[src/dtsl_defs.svh]
`ifndef DTSL_DEFS_SVH
`define DTSL_DEFS_SVH
// Summary of operation
// RULE1: Trigger setup readable always, writable only while run request clear; bits 4,5 zero.
// RULE2: Qualify bit 7 set: A/B match triggers only when matched opcode executes.
// RULE3: Qualify bit clear: any access to compare address triggers at once.
// RULE4: Capture select bit 6: 0 circular fill until trigger, 1 trigger begins storage.
// RULE5: Event-only modes ignore capture select and always act as begin trace.
// RULE6: Mode 0000 A only, 0001 A or B, 0010 A then B.
// RULE7: Mode 0011 store on each B; 0100 after A store on each B.
// RULE8: Mode 0101 address A and data B; 0110 address A and data not B.
// RULE9: Mode 0111 inside range A..B; 1000 outside range.
// RULE10: Modes 1001 through 1111 give no trigger events.
// RULE11: Status register is read-only; writes change nothing.
// RULE12: Comparator A hit flag clears at run start, sets on A match.
// RULE13: Comparator B hit flag clears at run start, sets on B match.
// RULE14: While unit on, run-active flag mirrors run request, set by writing 1.
// RULE15: Run ends when FIFO fills in begin trace or on trigger in end trace.
// RULE16: Run also ends when software writes 0 to run request or unit enable.
// RULE17: Valid-word count clears at run start, holds 0..8 valid words at end.
// RULE18: Valid-word count does not change as FIFO words are read out.
// RULE19: Host tallies words read itself, starting from captured count.
// RULE20: Event-only modes store low byte only; high-byte port reads zero.
// RULE21: Writing 1 sets run request and flag; run completion clears it.
// RULE22: Trigger setup writes during a run are discarded.

// ****************************************
// Register byte addresses
// ****************************************
`define DTSL_ADDR_CTRL    12'h000
`define DTSL_ADDR_TRIG    12'h004
`define DTSL_ADDR_STAT    12'h008
`define DTSL_ADDR_FIFOH   12'h00C

// ****************************************
// Field positions
// ****************************************
`define DTSL_CTRL_ON      7
`define DTSL_CTRL_RUN     6
`define DTSL_TRIG_QUAL    7
`define DTSL_TRIG_BEGIN   6
`define DTSL_TRIG_MASK    8'hCF
`define DTSL_STAT_AF      7
`define DTSL_STAT_BF      6
`define DTSL_STAT_RUN     5

// ****************************************
// Reset values and sizes
// ****************************************
`define DTSL_CTRL_RST     8'h00
`define DTSL_TRIG_RST     8'h00
`define DTSL_FIFO_DEPTH   4'h8
`endif

[src/dtsl_pkg.sv]
package dtsl_pkg;
  typedef enum logic [3:0] {
    DTSL_M_A_ONLY, DTSL_M_A_OR_B, DTSL_M_A_THEN_B, DTSL_M_EV_B,
    DTSL_M_A_THEN_EV_B, DTSL_M_A_AND_B, DTSL_M_A_AND_NOT_B,
    DTSL_M_INSIDE, DTSL_M_OUTSIDE
  } dtsl_mode_e;
  typedef enum logic [1:0] {DTSL_IDLE, DTSL_WAIT_A, DTSL_ARMED} dtsl_seq_e;
endpackage

[src/dtsl_cmp_if.sv]
`timescale 1ns/1ps
interface dtsl_cmp_if;
  logic       match_a;
  logic       match_b;
  logic       exec_a;
  logic       exec_b;
  logic       qual_sel;
  logic       hit_a;
  logic       hit_b;
  modport qual (input match_a, match_b, exec_a, exec_b, qual_sel, output hit_a, hit_b);
  modport user (output match_a, match_b, exec_a, exec_b, qual_sel, input hit_a, hit_b);
endinterface

[src/dtsl_top.sv]
// Decided for this implementation: the address map and the APB interface to the registers.
`timescale 1ns/1ps
`include "dtsl_defs.svh"
module dtsl_top
  import dtsl_pkg::*;
(
  // Clock and reset
  input  wire logic        mclk,
  input  wire logic        rst,
  // APB slave
  input  wire logic        psel,
  input  wire logic        penable,
  input  wire logic        pwrite,
  input  wire logic [11:0] paddr,
  input  wire logic [31:0] pwdata,
  output logic      [31:0] prdata,
  output logic             pready,
  output logic             pslverr,
  // Comparator results, same clock
  input  wire logic        cmp_a_match,
  input  wire logic        cmp_b_match,
  input  wire logic        cmp_a_exec,
  input  wire logic        cmp_b_exec,
  input  wire logic        addr_lt_a,
  input  wire logic        addr_gt_b,
  input  wire logic [15:0] capture_data,
  input  wire logic        capture_valid,
  input  wire logic [15:0] fifo_word,
  // FIFO control
  output logic             fifo_store,
  output logic [15:0]      fifo_store_data,
  output logic             trigger_event,
  output logic             run_active
);
  // ****************************************
  // Bus decode
  // ****************************************
  logic        wr_en;
  logic        rd_en;
  logic        map_hit;
  logic [7:0]  ctrl_q;
  logic [7:0]  trig_q;
  logic        af_q;
  logic        bf_q;
  logic        runf_q;
  logic [3:0]  cnt_q;
  logic        store_on_q;
  dtsl_seq_e   seq_q;
  logic        trig_hit;
  logic        ev_mode;
  logic        begin_trace;
  logic        run_start;
  logic        run_done;
  logic        sw_stop;
  logic        fifo_full;
  logic        store_now;

  assign wr_en   = psel & penable & pwrite;
  assign rd_en   = psel & penable & ~pwrite;
  assign map_hit = (paddr == `DTSL_ADDR_CTRL) | (paddr == `DTSL_ADDR_TRIG)
                 | (paddr == `DTSL_ADDR_STAT) | (paddr == `DTSL_ADDR_FIFOH);
  assign pready  = 1'b1;
  // Either direction flags an unmapped offset
  assign pslverr = (wr_en | rd_en) & ~map_hit;

  function automatic logic is_event_mode(input logic [3:0] m);
    is_event_mode = (m == 4'(DTSL_M_EV_B)) | (m == 4'(DTSL_M_A_THEN_EV_B));
  endfunction

  // ****************************************
  // Comparator qualification
  // ****************************************
  dtsl_cmp_if cmp_if ();
  assign cmp_if.match_a  = cmp_a_match;
  assign cmp_if.match_b  = cmp_b_match;
  assign cmp_if.exec_a   = cmp_a_exec;
  assign cmp_if.exec_b   = cmp_b_exec;
  assign cmp_if.qual_sel = trig_q[`DTSL_TRIG_QUAL];

  dtsl_qualify u_qual (
    .cmp (cmp_if.qual)
  );

  // ****************************************
  // Control register
  // ****************************************
  // Write of 0 to run or enable bit stops a run
  assign run_start = wr_en & (paddr == `DTSL_ADDR_CTRL) & pwdata[`DTSL_CTRL_ON]
                   & pwdata[`DTSL_CTRL_RUN] & ~runf_q;
  assign sw_stop   = wr_en & (paddr == `DTSL_ADDR_CTRL)
                   & (~pwdata[`DTSL_CTRL_ON] | ~pwdata[`DTSL_CTRL_RUN]); // [RULE16]

  always_ff @(posedge mclk) begin
    if (rst) begin
      ctrl_q <= `DTSL_CTRL_RST;
    end else if (wr_en && paddr == `DTSL_ADDR_CTRL) begin
      ctrl_q <= pwdata[7:0];
    end else if (run_done) begin
      ctrl_q[`DTSL_CTRL_RUN] <= 1'b0; // [RULE21]
    end
  end

  // Trigger setup locked during a run
  always_ff @(posedge mclk) begin
    if (rst) begin
      trig_q <= `DTSL_TRIG_RST;
    end else if (wr_en && paddr == `DTSL_ADDR_TRIG && !ctrl_q[`DTSL_CTRL_RUN]) begin
      trig_q <= pwdata[7:0] & `DTSL_TRIG_MASK; // [RULE1] [RULE22]
    end
  end

  // ****************************************
  // Trigger mode decode
  // ****************************************
  assign ev_mode     = is_event_mode(trig_q[3:0]);
  assign begin_trace = ev_mode | trig_q[`DTSL_TRIG_BEGIN]; // [RULE5]

  always_comb begin
    trig_hit = 1'b0;
    unique case (trig_q[3:0])
      4'(DTSL_M_A_ONLY):      trig_hit = cmp_if.hit_a;                  // [RULE6]
      4'(DTSL_M_A_OR_B):      trig_hit = cmp_if.hit_a | cmp_if.hit_b;   // [RULE6]
      4'(DTSL_M_A_THEN_B):    trig_hit = (seq_q == DTSL_ARMED) & cmp_if.hit_b; // [RULE6]
      4'(DTSL_M_EV_B):        trig_hit = cmp_if.hit_b;                  // [RULE7]
      4'(DTSL_M_A_THEN_EV_B): trig_hit = (seq_q == DTSL_ARMED) & cmp_if.hit_b; // [RULE7]
      4'(DTSL_M_A_AND_B):     trig_hit = cmp_if.hit_a & cmp_if.hit_b;   // [RULE8]
      4'(DTSL_M_A_AND_NOT_B): trig_hit = cmp_if.hit_a & ~cmp_if.hit_b;  // [RULE8]
      4'(DTSL_M_INSIDE):      trig_hit = cmp_if.hit_a & ~addr_lt_a & ~addr_gt_b; // [RULE9]
      4'(DTSL_M_OUTSIDE):     trig_hit = cmp_if.hit_a & (addr_lt_a | addr_gt_b); // [RULE9]
      default:                trig_hit = 1'b0;                          // [RULE10]
    endcase
  end

  assign trigger_event = runf_q & trig_hit;

  // A-then-B sequencing
  always_ff @(posedge mclk) begin
    if (rst) begin
      seq_q <= DTSL_IDLE;
    end else if (run_start) begin
      seq_q <= DTSL_WAIT_A;
    end else if (!runf_q) begin
      seq_q <= DTSL_IDLE;
    end else if (seq_q == DTSL_WAIT_A && cmp_if.hit_a) begin
      seq_q <= DTSL_ARMED; // [RULE6] [RULE7]
    end
  end

  // ****************************************
  // Capture and run end
  // ****************************************
  assign fifo_full = (cnt_q == `DTSL_FIFO_DEPTH);
  // Event modes store on each event; end-trace modes store on each capture strobe, begin-trace modes only after the trigger
  assign store_now = runf_q & (ev_mode ? trigger_event
                   : (capture_valid & (store_on_q | ~begin_trace))); // [RULE4]
  // Strobe leaves on a flop so it meets the word it stores
  always_ff @(posedge mclk) begin
    if (rst) begin
      fifo_store <= 1'b0;
    end else begin
      fifo_store <= store_now; // [RULE4]
    end
  end
  assign run_done  = runf_q & ((begin_trace & fifo_full)
                   | (~begin_trace & trigger_event)); // [RULE15]

  always_ff @(posedge mclk) begin
    if (rst) begin
      fifo_store_data <= 16'h0000;
    end else begin
      fifo_store_data <= ev_mode ? {8'h00, capture_data[7:0]} : capture_data; // [RULE20]
    end
  end

  always_ff @(posedge mclk) begin
    if (rst) begin
      store_on_q <= 1'b0;
    end else if (run_start) begin
      store_on_q <= 1'b0;
    end else if (trigger_event && begin_trace) begin
      store_on_q <= 1'b1; // [RULE4]
    end
  end

  // Count saturates at depth; stores in circular fill past eight leave it at eight
  always_ff @(posedge mclk) begin
    if (rst) begin
      cnt_q <= 4'h0;
    end else if (run_start) begin
      cnt_q <= 4'h0; // [RULE17]
    end else if (store_now && !fifo_full) begin
      cnt_q <= cnt_q + 4'h1; // [RULE17] [RULE18]
    end
  end

  // ****************************************
  // Status flags
  // ****************************************
  always_ff @(posedge mclk) begin
    if (rst) begin
      runf_q <= 1'b0;
    end else if (run_start) begin
      runf_q <= 1'b1; // [RULE14] [RULE21]
    end else if (run_done || sw_stop) begin
      runf_q <= 1'b0; // [RULE15] [RULE16]
    end
  end

  always_ff @(posedge mclk) begin
    if (rst) begin
      af_q <= 1'b0;
    end else if (run_start) begin
      af_q <= 1'b0; // [RULE12]
    end else if (runf_q && cmp_if.hit_a) begin
      af_q <= 1'b1; // [RULE12]
    end
  end

  always_ff @(posedge mclk) begin
    if (rst) begin
      bf_q <= 1'b0;
    end else if (run_start) begin
      bf_q <= 1'b0; // [RULE13]
    end else if (runf_q && cmp_if.hit_b) begin
      bf_q <= 1'b1; // [RULE13]
    end
  end

  assign run_active = runf_q;

  // ****************************************
  // Read data
  // ****************************************
  // Status writes fall through with no effect
  always_ff @(posedge mclk) begin
    if (rst) begin
      prdata <= 32'h0000_0000;
    end else if (psel && !penable && !pwrite) begin
      unique case (paddr)
        `DTSL_ADDR_CTRL:  prdata <= {24'h000000, ctrl_q};
        `DTSL_ADDR_TRIG:  prdata <= {24'h000000, trig_q}; // [RULE1]
        `DTSL_ADDR_STAT:  prdata <= {24'h000000, af_q, bf_q,
                                     runf_q & ctrl_q[`DTSL_CTRL_ON], 1'b0, cnt_q}; // [RULE11]
        `DTSL_ADDR_FIFOH: prdata <= {24'h000000, ev_mode ? 8'h00 : fifo_word[15:8]}; // [RULE20]
        default:          prdata <= 32'h0000_0000;
      endcase
    end
  end

endmodule

[src/dtsl_qualify.sv]
`timescale 1ns/1ps
module dtsl_qualify
  import dtsl_pkg::*;
(
  // Comparator side
  dtsl_cmp_if.qual cmp
);
  // ****************************************
  // Tag or force qualification
  // ****************************************
  // Tag waits for execute strobe of the matched opcode
  assign cmp.hit_a = cmp.qual_sel ? (cmp.match_a & cmp.exec_a) : cmp.match_a; // [RULE2] [RULE3]
  assign cmp.hit_b = cmp.qual_sel ? (cmp.match_b & cmp.exec_b) : cmp.match_b; // [RULE2] [RULE3]
endmodule

[config.mk]
export PLATFORM = sky130hd
export DESIGN_NAME = dtsl_top
export DESIGN_NICKNAME = d
export VERILOG_FILES = /design/src/dtsl_pkg.sv /design/src/dtsl_cmp_if.sv /design/src/dtsl_top.sv /design/src/dtsl_qualify.sv
export VERILOG_INCLUDE_DIRS = /design/src /design/src/src
export SDC_FILE = /design/constraint.sdc
export NUM_CORES = 1
export LEC_CHECK = 0
export ABC_AREA = 0
export BUFFER_PORTS_ARGS = -buffer_cell sky130_fd_sc_hd__buf_4
export CAP_MARGIN = 40
export CORE_MARGIN = 2
export CORE_UTILIZATION = 30
export DETAILED_ROUTE_END_ITERATION = 16
export SYNTH_ARGS = -nofsm -noshare
export SYNTH_HDL_FRONTEND = slang
export SYNTH_SLANG_ARGS = --single-unit
[constraint.sdc]
create_clock -name mclk -period 2.07 [get_ports mclk]
set_clock_uncertainty 0.1 [all_clocks]
set_input_delay 0.207 -clock mclk [delete_from_list [all_inputs] [get_ports mclk]]
set_output_delay 0.207 -clock mclk [all_outputs]
set_load 0.05 [all_outputs]
==> flow_summary.yaml, run 1 <==
drt:
  via_count: 2184
  via_per_inst: 4.531
  drt_pass1_iterations: 4
  wl_per_cell_um: 12.61
  route.detailed.drc: 0
  drtAntennaViolNets: 0
  drt_iter0_drc: 70
  finalWirelength_um: 6078
timing:
  finalSetupTns_ps: 0
  slew-limit-headroom: 0.5403
  fmax_mhz: 499.0
  hold_viol: 0
  slew_violations: 0
  finalSetupViolations: 0
  final.period_utilization: 0.9681
  worst_pin_slew_ps: 686.3
  min_period_ps: 2004
  grt_setup_unrepaired: "true"
floorplanning:
  start_util: 0.3109
  core-area_um2: 7767
  dieArea_um2: 8783
  ios: 141
  dieHeight_um: 93.72
  std_cell_rows: 32
  die_w_um: 93.72
pwr:
  ir_worst_vdd_uv: 235.8
  power_leakage_nw: 1.439
  power_density_nw_per_um2: 565.2
job:
  cap_violations: 0
worst_setup_path:
  cp_max_fo: 11
  startpoint: "paddr[7]"
  worstRegToRegCells: 6
  regToRegEndpoint: "cnt_q[0]"
  start_kind: "input pin"
  r2r_slack_ps: 120
  critPathRequiredTime_ps: 1760
  criticalPathCategory: "in -> out"
  crit_arrival_ps: 1700
  reg2reg_from: "trig_q[3]"
  worstSetupEndpointType: "primary output"
cts:
  cts_made_buffers: 5
  cts_sinks: 49
  clkLatencyLatePin_ps: 300
  cts_tree: "built"
  cts_max_level: 2
  clock_path_buffers: 2
  clkTransAtPathRegs_ps: 90
  root_buffer: "clkbuf_8"
place:
  hpwlAfterDp_um: 4615
  portBuffers: 83
  routabilityCongestion: 0.7918
  numPlacedInstances: 463
synth:
  ys_types: 48
  ys_seq_area_frac: 0.4062
  ys_ff_latch: 49
  synthCells: 282
  synth_edf_count: 0
  yosysWarningCount: 0
  synth_area_per_cell_um2: 8.563
  synth_area_um2: 2415
  synthArstFlopShare: 0
  synthFlopType: "dfxtp_1"
layout:
  multi_input_area_um2: 1287
  antenna_cells: 0
  fin_nets: 470
  post-route-util: 0.4283
  register_area_um2: 997.2
  area_growth_pct: 37.77
  final_cells: 482
  fill_cells: 809
  drive_gt1_frac: 0.3263
worst_hold_path:
  hold-path-endpoint: "fifo_store_data[7]"
  min_path_type: "in -> reg"
  hp-start: "capture_data[7]"
  min_path_cells: 2
global_routing:
  grt_pass1_wl_um: 9473
  antenna_found_initial: 0
  grt_pass1_vias: 2040
  grt_usage: 0.1365
  grt_overflow: 0
  grt_max_degree: 34
status:
  status: "finished, final reports clean"
## timing repair
action	4_1_cts	5_1_grt
hold buffers	7	0
gates resized for setup	5	12
hold endpoints to repair	7	0
setup buffers	0	5
setup endpoints to repair	1	1
pin swaps	0	3
## cell usage after synthesis, types with 2 or more instances
cell / count / area share
buf_2: 3 / 0.0062
dfxtp_1: 49 / 0.41
nor2b_1: 9 / 0.023
a21oi_1: 21 / 0.044
nand2_1: 37 / 0.058
o21ai_0: 12 / 0.025
nand4b_1: 2 / 0.0073
a22oi_1: 6 / 0.019
o211ai_1: 2 / 0.0062
nand3b_1: 2 / 0.0062
buf_4: 26 / 0.081
nand3_1: 12 / 0.025
ha_1: 2 / 0.010
clkbuf_1: 5 / 0.0078
mux2i_1: 16 / 0.066
a31oi_1: 4 / 0.010
inv_1: 6 / 0.0093
or4_4: 2 / 0.0093
and2_1: 9 / 0.023
or2_2: 2 / 0.0052
conb_1: 2 / 0.0031
nand2b_1: 7 / 0.018
nor2_1: 20 / 0.031
nand4_1: 2 / 0.0052
## area by class of cell
type / instances / area share
multi-input combinational: 214 / 0.3870
inverter: 6 / 0.006769
tap: 102 / 0.03836
clock inverter: 1 / 0.002256
clock buffer: 6 / 0.02482
timing repair buffer: 104 / 0.2411
sequential: 49 / 0.2997
## cell families after synthesis
kind of cell | Yosys count | share of synthesized area
DFF | 49 | 0.4062
muxes | 17 | 0.07254
adders and majority gates | 2 | 0.01036
other | 2 | 0.003110
AOI/OAI and AO/OA | 54 | 0.1347
and+or+nand+nor | 116 | 0.2627
buffers and inverters | 42 | 0.1104
## flip-flops by register name, summed over array words and instances, names as in the netlist
| name | flops |
|---|---|
| af_q | 1 |
| ctrl_q | 8 |
| seq_q | 2 |
| bf_q | 1 |
| prdata | 8 |
| store_on_q | 1 |
| cnt_q | 4 |
| fifo_store_data | 16 |
| trig_q | 6 |
| run_active | 1 |
| fifo_store | 1 |
## report_power, final
group          internal, mW  switching, mW  leakage, nW
Clock                 0.264          0.306       0.0433
Sequential            0.953        0.00424        0.403
Combinational         0.121          0.232        0.993
Total                  1.34          0.542         1.44
## metal layers
| metal | part of all wire | global-route usage | vias to the layer above | wire [µm] |
|---|---|---|---|---|
| met4 | 0.019 | 0.05193 | 0 | 115 |
| li1 | - | - | 1118 | - |
| met5 | 0 | 0 | - | 0 |
| met1 | 0.42 | 0.1682 | 999 | 2564 |
| met2 | 0.51 | 0.2357 | 60 | 3110 |
| met3 | 0.047 | 0.02488 | 7 | 287 |
## stage by stage
step | hold slack [ps] | total power, mW | instance area, µm² | worst slack [ps]
global placement | 308.5 | 1.325 | 3075 | 64.57
finish | 6.937 | 1.881 | 3327 | 65.99
detailed placement | 312.7 | 1.327 | 3075 | 30.98
global route | 3.649 | 1.964 | 3327 | -26.75
CTS | 5.512 | 1.911 | 3244 | 22.03
floorplan | 228.7 | 1.235 | 2501 | 51.54
## worst max-delay path by stage
stage                          to
floorplan           trigger_event
global placement        prdata[0]
detailed placement      prdata[3]
CTS                 trigger_event
global route        trigger_event
finish                    pslverr
## layout by cell type (no fill, tap or decap), drive strengths merged, types with 2 or more instances in the layout
master and n:
nand2b 7, nand3b 2, conb 25, nand4 2, or4 3, ha 2
nand4b 2, o21ai 13, dfxtp 49, inv 6, nor3 2, buf 97
or2 2, nor2b 9, nand3 13, clkbuf 6, nand2 38, mux2i 16
nor2 20, and2 9, dlygate4sd3 7, a31oi 4, a21oi 22, o211ai 2
a22oi 6
## critical path, cell delays in order
cell    delay, ps
buf_4         110
or4_4         540
nor4_4        210
buf_4         220
buf_4         170
nor2_1         50
buf_4         180
Power figures use the tool's default switching activity.
==> inputs of run 2 (changes only) <==
CELL_PAD_IN_SITES_DETAIL_PLACEMENT = 1   (was default)
CELL_PAD_IN_SITES_GLOBAL_PLACEMENT = 1   (was default)
PLACE_DENSITY_LB_ADDON = 0.1   (was default)
==> flow_summary.yaml, run 2 (synthesis gave the netlist of run 1 again) <==
floorplanning:
  dieHeight_um: 93.72
  dieArea_um2: 8783
  std_cell_rows: 32
  die_w_um: 93.72
  start_util: 0.3109
  core-area_um2: 7767
  ios: 141
worst_hold_path:
  min_path_cells: 2
  min_path_type: "in -> reg"
drt:
  wl_met2_um: 3309
  met3WireLength_um: 259
  drtAntennaViolNets: 0
  via_per_inst: 4.609
  drt_iter0_drc: 40
  highest-signal-layer: "met4"
  finalWirelength_um: 6768
  drt_pass1_iterations: 4
  wl_per_cell_um: 14.01
  route.detailed.drc: 0
  via_count: 2226
  wl_met1_um: 3138
worst_setup_path:
  max_stage_delay_ps: 380
  worstSetupEndpointType: "primary output"
  start_kind: "flop"
  path_cells: "or2_2 > a31oi_2 > nor3_4 > nor2_1 > nor2_2 > buf_6"
  cp_slowest_cell: "dfxtp_4"
  critPathBufInv: 1
  worstRegToRegCells: 6
  worst-path-stages: 6
  criticalPathCategory: "reg -> out"
  crit_arrival_ps: 1720
  critPathRequiredTime_ps: 1760
  cp_max_fo: 6
  crit_family: "simple AND/OR/NAND/NOR gates"
layout:
  final_common_cell: "buf_4"
  largest_reg_flops: 16
  drive_gt1_frac: 0.3307
  largest-register: "fifo_store_data"
  fin_nets: 470
  area_growth_pct: 39.07
  final_cells: 483
  antenna_cells: 0
  final_cell_mix: "96 x buf_4, 44 x dfxtp_1, 37 x nand2_1, 25 x conb_1, 21 x a21oi_1"
  reg.largest.list: "fifo_store_data: 16 flops, ctrl_q: 8 flops, prdata: 8 flops"
status:
  status: "finished, final reports clean"
job:
  cap_violations: 0
pwr:
  power_leakage_nw: 1.456
  clockPowerShare: 0.355
  ir_worst_vdd_uv: 287.9
  seqPwrFrac: 0.471
  p_sw_frac: 0.2784
  p_switching_mw: 0.5665
  combPwrFrac: 0.173
  power_density_nw_per_um2: 605.8
  intPower_mw: 1.468
global_routing:
  grt_pass1_vias: 2244
  grt_pass1_wl_um: 11050
  grt_overflow: 0
  grt_usage: 0.1603
  grt_max_degree: 34
  antenna_found_initial: 0
cts:
  cts_sinks: 49
  root_buffer: "clkbuf_8"
  cts_tree: "built"
  cts_max_level: 2
  clkTransAtPathRegs_ps: 90
  clock_path_buffers: 2
  cts_made_buffers: 5
  clkLatencyLatePin_ps: 300
timing:
  hold_viol: 0
  slew-limit-headroom: 0.5096
  min_period_ps: 2026
  fmax_mhz: 493.6
  hold_ws_ps: 5.988
  worst_pin_slew_ps: 732.3
  final.period_utilization: 0.9788
  slew_violations: 0
  finalSetupViolations: 0
  grt_setup_unrepaired: "true"
place:
  portBuffers: 83
  hpwlAfterDp_um: 5322
  numPlacedInstances: 466
  routabilityCongestion: 0.7827
run 2: repair_timing:
item | in CTS | in global routing
endpoints found under the hold margin | 6 | 0
pin swaps | 2 | 0
setup buffers | 3 | 0
gates resized for setup | 12 | 4
setup endpoints to repair | 1 | 5
hold buffers | 6 | 0
run 2: power by group through the flow:
stage	registers, mW	logic (mW)	clock network [mW]
2_1_floorplan	1.04	0.191	0
3_3_place_gp	0.984	0.341	0
3_5_place_dp	0.985	0.343	0
4_1_cts	0.959	0.354	0.746
5_1_grt	0.961	0.375	0.782
6_report	0.959	0.352	0.723
run 2: metal layers:
metal,vias up,GRT usage
li1,1114,-
met5,-,0
met4,0,0.03623
met3,5,0.02970
met2,47,0.2601
met1,1060,0.2213
run 2: final timing paths:
| path | startpoint | to | slack [ps] |
|---|---|---|---|
| setup / recovery | trig_q[1] | trigger_event | 40 |
| hold reg to reg | prdata[5] | prdata[5] | 360 |
| hold / removal | capture_data[14] | fifo_store_data[14] | 6 |
| setup reg to reg | trig_q[0] | cnt_q[1] | 80 |
run 2: area by class of cell:
cell class,count,area (µm²)
flip-flops and latches,49,994.7
well taps,102,127.6
clock inverters,1,30.03
fillers,965,4409
inverters,6,22.52
repair buffers,104,812.0
clock buffers,7,86.33
multi-input cells,214,1285
run 2: stage by stage:
step	instance area [µm²]	power [mW]	utilization	setup TNS (ps)	setup slack, ps
4_1_cts	3338	2.059	0.4298	0	1.884
5_1_grt	3358	2.118	0.4323	-288.1	-76.59
2_1_floorplan	2501	1.235	-	0	51.54
3_3_place_gp	3098	1.325	0.3988	0	61.31
3_5_place_dp	3098	1.328	0.3988	0	43.95
6_report	3358	2.035	0.4323	0	43.98
run 2: worst register-to-register path, stage by stage (launching register included):
cell     delay (ps)
dfxtp_4         360
buf_12          130
nor4b_2         370
nor2_1          110
or4_4           460
a21oi_2         210
mux2i_1         190
